## src/xz_map.svh

```systemverilog
// Offsets, field layout and timing constants for the xor/zero_extend_op execution block.
`ifndef XZ_MAP_SVH
`define XZ_MAP_SVH
`define XZ_DATA_W 32
`define XZ_FS_W 6
`define XZ_MAX_HIDDEN 9
`define XZ_HIDDEN_W 4
`define XZ_STATE_NS 100
`define XZ_CLK_MHZ 10
`define XZ_STATE_CYCLES ((`XZ_STATE_NS * `XZ_CLK_MHZ + 999) / 1000)
`define XZ_FS_RESET 6'h20
`define XZ_ADDR_FS_A 4'h0
`define XZ_ADDR_FS_B 4'h1
`define XZ_ADDR_CTRL 4'h2
`define XZ_ADDR_STATUS 4'h3
`define XZ_ADDR_COUNT 4'h4
`define XZ_ADDR_STALLS 4'h5
`define XZ_ADDR_HIT_MEM 4'h6
`define XZ_ADDR_FETCH_MEM 4'h7
`define XZ_CTRL_CACHE_EN 0
`endif

```

## src/xz_pkg.sv

```systemverilog
// Types shared by the xor/zero_extend_op execution block.
package xz_pkg;
  typedef enum logic [1:0] {
    op_xor_reg,
    op_xor_immediate,
    op_zero_extend,
    op_none
  } op_type;

  typedef struct packed {
    logic n;
    logic c;
    logic z;
    logic v;
  } flags_type;

  typedef struct packed {
    op_type op;
    logic field_sel;
    logic [31:0] src;
    logic [31:0] dst;
    logic [31:0] long_immediate;
  } exec_req_type;
endpackage : xz_pkg

```

## src/xz_exec.sv

```systemverilog
// Exclusive-OR and zero-extend execution with hidden write state accounting.
`timescale 1ns/1ps
`include "xz_map.svh"
module xz_exec
  import xz_pkg::*;
#(
  parameter int DATA_W = `XZ_DATA_W,
  parameter int FS_W = `XZ_FS_W,
  parameter int MAX_HIDDEN = `XZ_MAX_HIDDEN,
  parameter int HIDDEN_W = `XZ_HIDDEN_W,
  parameter int STATE_CYCLES = `XZ_STATE_CYCLES
) (
  input wire logic sys_clk,
  input wire logic rstn,
  input wire logic [3:0] addr,
  input wire logic [31:0] wdata,
  input wire logic wr,
  input wire logic rd,
  output logic [31:0] rdata,
  input wire logic exec_valid,
  input wire exec_req_type exec_req,
  input wire flags_type flags_in,
  output logic exec_done,
  output logic [31:0] result,
  output flags_type flags_out,
  input wire logic [HIDDEN_W-1:0] hidden_writes,
  input wire logic bus_request,
  output logic bus_grant,
  input wire logic bus_delay,
  output logic state_tick
);
  initial begin
    if (DATA_W != 32) begin
      $error("data path is built for 32-bit words");
    end
    if (MAX_HIDDEN < 1 || MAX_HIDDEN >= (1 << HIDDEN_W)) begin
      $error("hidden state counter too narrow");
    end
    if (STATE_CYCLES < 1) begin
      $error("machine state must last at least one clock");
    end
  end

  logic [FS_W-1:0] field_size_a_reg;
  logic [FS_W-1:0] field_size_b_reg;
  logic cache_en_reg;
  logic [HIDDEN_W-1:0] hidden_reg;
  logic [HIDDEN_W-1:0] hidden_next;
  logic [15:0] div_reg;
  logic [31:0] exec_count_reg;
  logic [31:0] stall_count_reg;
  logic [31:0] hit_mem_reg;
  logic [31:0] fetch_mem_reg;
  logic [FS_W-1:0] field_width;
  logic [DATA_W-1:0] field_mask;
  logic [31:0] result_next;
  flags_type flags_next;
  logic bus_busy;
  logic [HIDDEN_W-1:0] hidden_load;

  // A machine state is one tick; at this clock rate that is one cycle.
  assign state_tick = (div_reg == 16'(STATE_CYCLES - 1));

  always_ff @(posedge sys_clk or negedge rstn) begin
    if (!rstn) begin
      div_reg <= 16'h0000;
    end else if (state_tick) begin
      div_reg <= 16'h0000;
    end else begin
      div_reg <= div_reg + 16'h0001;
    end
  end

  // Register port.
  always_ff @(posedge sys_clk or negedge rstn) begin
    if (!rstn) begin
      field_size_a_reg <= FS_W'(`XZ_FS_RESET);
      field_size_b_reg <= FS_W'(`XZ_FS_RESET);
      cache_en_reg <= 1'b1;
    end else if (wr) begin
      unique case (addr)
        `XZ_ADDR_FS_A: field_size_a_reg <= wdata[FS_W-1:0];
        `XZ_ADDR_FS_B: field_size_b_reg <= wdata[FS_W-1:0];
        `XZ_ADDR_CTRL: cache_en_reg <= wdata[`XZ_CTRL_CACHE_EN];
        default: ;
      endcase
    end
  end

  always_ff @(posedge sys_clk or negedge rstn) begin
    if (!rstn) begin
      rdata <= 32'h0000_0000;
    end else if (rd) begin
      unique case (addr)
        `XZ_ADDR_FS_A: rdata <= 32'(field_size_a_reg);
        `XZ_ADDR_FS_B: rdata <= 32'(field_size_b_reg);
        `XZ_ADDR_CTRL: rdata <= 32'(cache_en_reg);
        `XZ_ADDR_STATUS: rdata <= {27'h0, bus_busy, hidden_reg};
        `XZ_ADDR_COUNT: rdata <= exec_count_reg;
        `XZ_ADDR_STALLS: rdata <= stall_count_reg;
        `XZ_ADDR_HIT_MEM: rdata <= hit_mem_reg;
        `XZ_ADDR_FETCH_MEM: rdata <= fetch_mem_reg;
        default: rdata <= 32'h0000_0000;
      endcase
    end else begin
      rdata <= 32'h0000_0000;
    end
  end

  // Field selector picks the field size setting.
  assign field_width = exec_req.field_sel ? field_size_b_reg : field_size_a_reg;

  xz_field_mask #(
    .DATA_W(DATA_W),
    .FS_W(FS_W)
  ) u_mask (
    .width(field_width),
    .mask(field_mask)
  );

  // Only Z is recomputed; other flags pass through untouched.
  always_comb begin
    result_next = exec_req.dst;
    flags_next = flags_in;
    unique case (exec_req.op)
      op_xor_reg: begin
        result_next = exec_req.src ^ exec_req.dst;
        flags_next.z = (result_next == 32'h0000_0000);
      end
      op_xor_immediate: begin
        result_next = exec_req.long_immediate ^ exec_req.dst;
        flags_next.z = (result_next == 32'h0000_0000);
      end
      op_zero_extend: begin
        result_next = exec_req.dst & field_mask;
        flags_next.z = (result_next == 32'h0000_0000);
      end
      op_none: begin
        result_next = exec_req.dst;
      end
    endcase
  end

  // Executions are taken on a machine state tick only.
  always_ff @(posedge sys_clk or negedge rstn) begin
    if (!rstn) begin
      result <= 32'h0000_0000;
      flags_out <= '0;
      exec_done <= 1'b0;
    end else begin
      exec_done <= exec_valid && state_tick;
      if (exec_valid && state_tick) begin
        result <= result_next;
        flags_out <= flags_next;
      end
    end
  end

  // Trailing writes are clamped to the per-instruction ceiling.
  assign hidden_load = (hidden_writes > HIDDEN_W'(MAX_HIDDEN)) ?
                       HIDDEN_W'(MAX_HIDDEN) : hidden_writes;

  // External delays (wait states, refresh, host, hold) freeze the drain.
  always_comb begin
    hidden_next = hidden_reg;
    if (state_tick && !bus_delay && hidden_reg != '0) begin
      hidden_next = hidden_reg - HIDDEN_W'(1);
    end
    if (exec_done && !bus_busy) begin
      hidden_next = hidden_load;
    end
  end

  always_ff @(posedge sys_clk or negedge rstn) begin
    if (!rstn) begin
      hidden_reg <= '0;
    end else begin
      hidden_reg <= hidden_next;
    end
  end

  assign bus_busy = (hidden_reg != '0) || bus_delay;
  assign bus_grant = bus_request && !bus_busy;

  // Counters give software a view of executed work and stall states.
  always_ff @(posedge sys_clk or negedge rstn) begin
    if (!rstn) begin
      exec_count_reg <= 32'h0000_0000;
      stall_count_reg <= 32'h0000_0000;
    end else begin
      if (exec_done) begin
        exec_count_reg <= exec_count_reg + 32'h0000_0001;
      end
      if (bus_request && bus_busy && state_tick) begin
        stall_count_reg <= stall_count_reg + 32'h0000_0001;
      end
    end
  end
  // Granted memory states are split by cache mode. With the cache on, they are data
  // transfers or miss fills; with it off they include word fetches. A miss can cost
  // more than a disabled-cache fetch, so neither count bounds the other.
  always_ff @(posedge sys_clk or negedge rstn) begin
    if (!rstn) begin
      hit_mem_reg <= 32'h0000_0000;
      fetch_mem_reg <= 32'h0000_0000;
    end else if (bus_grant && state_tick) begin
      if (cache_en_reg) begin
        hit_mem_reg <= hit_mem_reg + 32'h0000_0001;
      end else begin
        fetch_mem_reg <= fetch_mem_reg + 32'h0000_0001;
      end
    end
  end
endmodule : xz_exec

```

## src/xz_field_mask.sv

```systemverilog
// Builds the mask that keeps a right-justified field of a given width.
`timescale 1ns/1ps
module xz_field_mask #(
  parameter int DATA_W = 32,
  parameter int FS_W = 6
) (
  input wire logic [FS_W-1:0] width,
  output logic [DATA_W-1:0] mask
);
  initial begin
    if (DATA_W < 1 || (1 << FS_W) <= DATA_W) begin
      $error("field width port cannot express the data width");
    end
  end

  // A width of zero stands for the full word, as does any width of 32 or more.
  always_comb begin
    mask = '0;
    for (int i = 0; i < DATA_W; i++) begin
      if (width == '0 || i < int'(width)) begin
        mask[i] = 1'b1;
      end
    end
  end
endmodule : xz_field_mask

```

## config.mk

```make
export PLATFORM = sky130hd
export DESIGN_NAME = xz_exec
export DESIGN_NICKNAME = d
export VERILOG_FILES = /design/src/xz_pkg.sv /design/src/xz_exec.sv /design/src/xz_field_mask.sv
export VERILOG_INCLUDE_DIRS = /design/src
export SDC_FILE = /design/constraint.sdc
export NUM_CORES = 1
export LEC_CHECK = 0
export BUFFER_PORTS_ARGS = -buffer_cell sky130_fd_sc_hd__buf_2
export CAP_MARGIN = 20
export CORE_UTILIZATION = 60
export DETAILED_ROUTE_END_ITERATION = 8
export PLACE_DENSITY_LB_ADDON = 0.25
export SLEW_MARGIN = 25
export SYNTH_ARGS = -nofsm -noshare
export SYNTH_HDL_FRONTEND = slang
export SYNTH_SLANG_ARGS = --single-unit
```

## constraint.sdc

```tcl
create_clock -name sys_clk -period 5.4 [get_ports sys_clk]
set_input_delay 0.81 -clock sys_clk [delete_from_list [all_inputs] [get_ports sys_clk]]
set_output_delay 0.81 -clock sys_clk [all_outputs]
set_load 0.005 [all_outputs]
```

==> results by stage <==
Finish:
- After routing the design area is 15050 sq um.
- In the layout the commonest cells are dfrtp_1, buf_2, xnor2_1, nand2_1, nor2_1.
- Counting the fill cells in the layout gives 1621.
- The fraction of final layout cells sized beyond drive strength 1 is 21.85%.
- The post-synthesis to final-layout area growth is 16.07%.
- The core occupancy in the finished layout is 71.37%.
- The count of nets after finishing is 1632.
- Summing all flip-flop and latch instances after layout gives 5759 sq um.
- Leaving out fill and tap cells, the most frequent cell in the layout is dfrtp_1.
- The area of the multi-input gates is 6907 sq um.

Route:
- The average via count per standard cell is 6.137.
- Once detail routing completed, the nets flagged for antenna violations numbered 0.
- The number of remaining DRC errors is 0.
- For this run, the detailed router's first-pass iteration total came to 5.
- The iteration-0 DRC count of the detailed router is 860.
- After detailed routing, the average wire length per cell comes to 19.48 um.
- The total wirelength of the detailed-routed design is 34440 um.
- The detailed router placed 10850 vias in this run.

Placed design:
- The final RePlAce weighted congestion is 0.9461.
- The port buffer count is 194.
- Detailed placement ended at an HPWL of 24960 um.
- The placed standard-cell area is 14160 sq um.

Clock network:
- CTS built an H-tree with a depth of 1.
- The clock tree from TritonCTS is yes.
- The library cell used as clock root buffer is clkbuf_16.
- Counting along the longest clock path gives a buffer depth of 3.
- After clock tree synthesis, the clock-pin slew on the worst setup and hold paths is 0.06 ns.
- Buffers inserted during clock tree synthesis total 26.
- Hold repair after CTS inserted 0 buffers.
- The number of gates resized after CTS was 0.
- For the worst-skew pair, the clock arrives at the later sink with an insertion delay of 0.54 ns.
- For this design, the sink count on the clock tree is 230.
- The number of setup buffers added after CTS is 0.

Die:
- The area of the core is 21090 sq um.
- The initial utilization of the core area, before any placement, comes to 61.49%.
- Measured along the y axis, the die boundary spans 149.0 um.
- 221 I/O pins were placed.
- The die width is 149.0 um.
- After floorplanning, the core was divided into 53 placement rows.
- The floorplan die area is 22200 sq um.

Pwr:
- The cell-internal power is 0.003329 W.
- The leakage power summed over all cells is 6.809 nW.
- Power spread over the standard cell area amounts to 313.8 nW/um^2.
- The switching component of the power is 0.001393 W.
- The share of total power dissipated in the clock network is 38.3%.
- In this run, flip-flops and latches consume 43.5% of the power.
- Across the VDD grid, the largest voltage drop is 233.3 uV.
- Net switching is 29.50% of the power.
- Combinational logic burns 18.2% of the power.

Global route:
- Global routing used 4.618% of the available met3 tracks.
- The first global-routing pass estimated 54640 um of wire.
- The overall global routing resource usage is 31.36%.
- After global routing, the most crowded layer is met2.
- The number of antenna violations at the first check in global routing came to 0.
- For this run, global-route usage on met1 was measured as 44.90%.
- The via count of the first global-routing pass came to 10449.
- For this run, global-route usage on met2 was measured as 49.53%.
- The maximum number of pins on one net before global-route repair is 113.
- The total overflow left after global routing is 0.

Yosys:
- The simple-gate share of the synthesized area is 18.88%.
- In this run, synthesis inferred 0 flip-flops with an integrated enable.
- After synthesis, the share of cell area in mux cells is 5.481%.
- The number of standard cells after synthesis is 1300.
- The average instance in the mapped netlist occupies 9.974 sq um.
- By area, the combinational part of the netlist is dominated by simple AND/OR/NAND/NOR gates.
- The synthesized netlist devotes 13.20% of its cell area to compound gates.
- Summing the areas of all fa, ha and maj instances in the mapped netlist gives 0.7720% of the synthesized area.
- The count of yosys warnings during synthesis is 0.
- The primary flip-flop cell chosen by synthesis mapping is dfrtp_1.
- Synthesis inferred 230 register bits.
- In this run the cell area of the synthesized design comes to 12970 sq um.
- The number of distinct library cells after synthesis is 77.
- The part of the Yosys area used for sequential elements is 44.42%.
- Of all flip-flops after synthesis, the portion carrying an async set or reset was 100.0%.
- After Yosys synthesis, XOR and XNOR cells account for 14.79% of the synthesized area.
- When the netlist entered floorplanning its net count stood at 1458.

Worst setup path:
- The worst setup path is launched from a flop.
- The worst setup path is of the reg -> reg kind.
- The count of buffering cells on the critical path with inverters included is 1.
- The arrival time of data at the critical path endpoint is 3.63 ns.
- The cell with the largest stage delay on the worst path is and4_1.
- The stage delay of the slowest cell on the critical path is 0.62 ns.
- The worst register-to-register path has a depth of 9.
- The worst setup path is captured at a flop.
- The end of the worst register-to-register path is fetch_mem_reg[29]$_DFFE_PN0P_.
- In this design, the critical path's most frequently occurring cell is nand4_1.
- At the worst endpoint, the required time is 5.81 ns.
- The signal on the critical path passes through inv_1, ha_1, nor3b_1, and4_1, and3_1, nand4_1, nor4_2, nand4_1, xnor2_1.
- The family of cells with the greatest summed delay on the critical path is simple AND/OR/NAND/NOR gates.
- The startpoint identified for the worst register-to-register timing path is div_reg[0]$_DFF_PN0_.
- The setup check on the worst reg-to-reg path leaves a slack of 2.19 ns.
- Along the worst path, the maximum fanout reaches 9.
- The cell count along the critical path is 9.

Min path:
- The worst hold path belongs to the class in -> async.

Timing:
- The top achievable clock speed is 0.3112 GHz.
- For the final database, setup skew stands at 0.02088 ns.
- In the finished design, the share of the clock period the worst path needs comes to 59.51%.
- Setup violations remaining at the end of the flow were counted as 0.
- The number of pins exceeding their max-slew limit in the final report is 0.
- In the final timing run, aggregate negative setup slack is 0 ns.
- For the finished layout, the period the worst path requires is 3.213 ns.
- For the pin with the worst max-slew slack, the measured transition is 0.8344 ns.
- Setup repair after global routing left no endpoint under its margin.
- The final hold violation count was 0.
- The worst max-slew margin expressed relative to the limit is 44.38%.

Run status:
- The flow ran to the end, and the final reports show no timing, DRC or antenna violations.

Job:
- Across the run, the number of max-cap violations was 0.
worst register-to-register path, cell delays in order, from the launching register on:
cell	delay [ns]
dfrtp_1	0.42
inv_1	0.07
ha_1	0.15
nor3b_1	0.24
and4_1	0.62
and3_1	0.30
nand4_1	0.33
nor4_2	0.56
nand4_1	0.23
xnor2_1	0.17
routing by layer:
| metal | vias up | wire length [um] |
|---|---|---|
| met5 | - | 0 |
| met2 | 467 | 15950 |
| li1 | 5031 | - |
| met4 | 0 | 1089 |
| met3 | 81 | 2479 |
| met1 | 5271 | 14910 |
final cells by class:
type                    instances  share of cell area (%)
diodes                          1                 0.01663
clock buffers                  35                   4.814
clock inverters                11                   1.081
inverters                      23                  0.5737
multi-input cells             988                   45.89
flip-flops and latches        230                   38.27
well taps                     275                   2.286
repair buffers                205                   7.067
power groups by stage:
stage / logic (W) / registers [W] / clock network, W
6_report: 0.000861 / 0.00205 / 0.00181
5_1_grt: 0.000944 / 0.00207 / 0.00191
4_1_cts: 0.000850 / 0.00205 / 0.00184
3_5_place_dp: 0.000844 / 0.00208 / 0
3_3_place_gp: 0.000822 / 0.00207 / 0
2_1_floorplan: 0.000564 / 0.00201 / 0
through the flow:
| step | hold WS, ns | instances | worst slack (ns) | total power [W] |
|---|---|---|---|---|
| detailed placement | 0.4548 | 1721 | 2.087 | 0.002920 |
| CTS | 0.3503 | 1767 | 2.195 | 0.004735 |
| global placement | 0.4508 | 1721 | 2.148 | 0.002892 |
| global route | 0.3885 | 1767 | 2.003 | 0.004921 |
| floorplan | 0.4425 | 1300 | 2.839 | 0.002577 |
| finish | 0.3193 | 1768 | 2.187 | 0.004723 |
how the worst max path moves through the flow:
stage	start	to	slack (ns)
6_report	div_reg[0]$_DFF_PN0_	fetch_mem_reg[29]$_DFFE_PN0P_	2.19
5_1_grt	div_reg[0]$_DFF_PN0_	fetch_mem_reg[29]$_DFFE_PN0P_	2.00
4_1_cts	div_reg[0]$_DFF_PN0_	fetch_mem_reg[29]$_DFFE_PN0P_	2.20
3_5_place_dp	exec_req[96]	flags_out[1]$_DFFE_PN0P_	2.09
3_3_place_gp	exec_req[96]	flags_out[1]$_DFFE_PN0P_	2.15
2_1_floorplan	exec_req[96]	flags_out[1]$_DFFE_PN0P_	2.84
cells by family (layout without fill, tap and decap cells):
kind of cell	count (synthesis)	in the layout
AOI/OAI and AO/OA	260	260
muxes	65	65
DFF	230	230
and+or+nand+nor	436	436
buffers and inverters	82	274
xor gates and xnor gates	219	219
other	0	1
adders and majority gates	8	8
Yosys cell counts (all sizes together) (4+ instances only):
library cell,instances,area (sq um)
a211oi,12,90.09
a21o,12,90.09
a21oi,44,220.2
a221oi,6,52.55
a22oi,58,435.4
a31oi,11,68.82
and2,10,62.56
and3,32,200.2
and4,10,87.58
buf,12,55.05
clkbuf,47,176.4
dfrtp,227,5680
ha,8,100.1
inv,22,82.58
mux2,38,427.9
mux2i,26,260.3
nand2,122,462.9
nand2b,5,31.28
nand3,57,300.3
nand3b,6,45.04
nand4,46,324.1
nor2,77,309.0
nor3,19,111.4
nor3b,8,60.06
nor4,14,196.4
nor4b,4,50.05
o211ai,12,90.09
o21a,6,45.04
o21ai,65,325.3
o221ai,8,70.07
or2,6,37.54
or3,5,41.29
xnor2,159,1393
xor2,60,525.5
(Power assumes the default switching activity.)
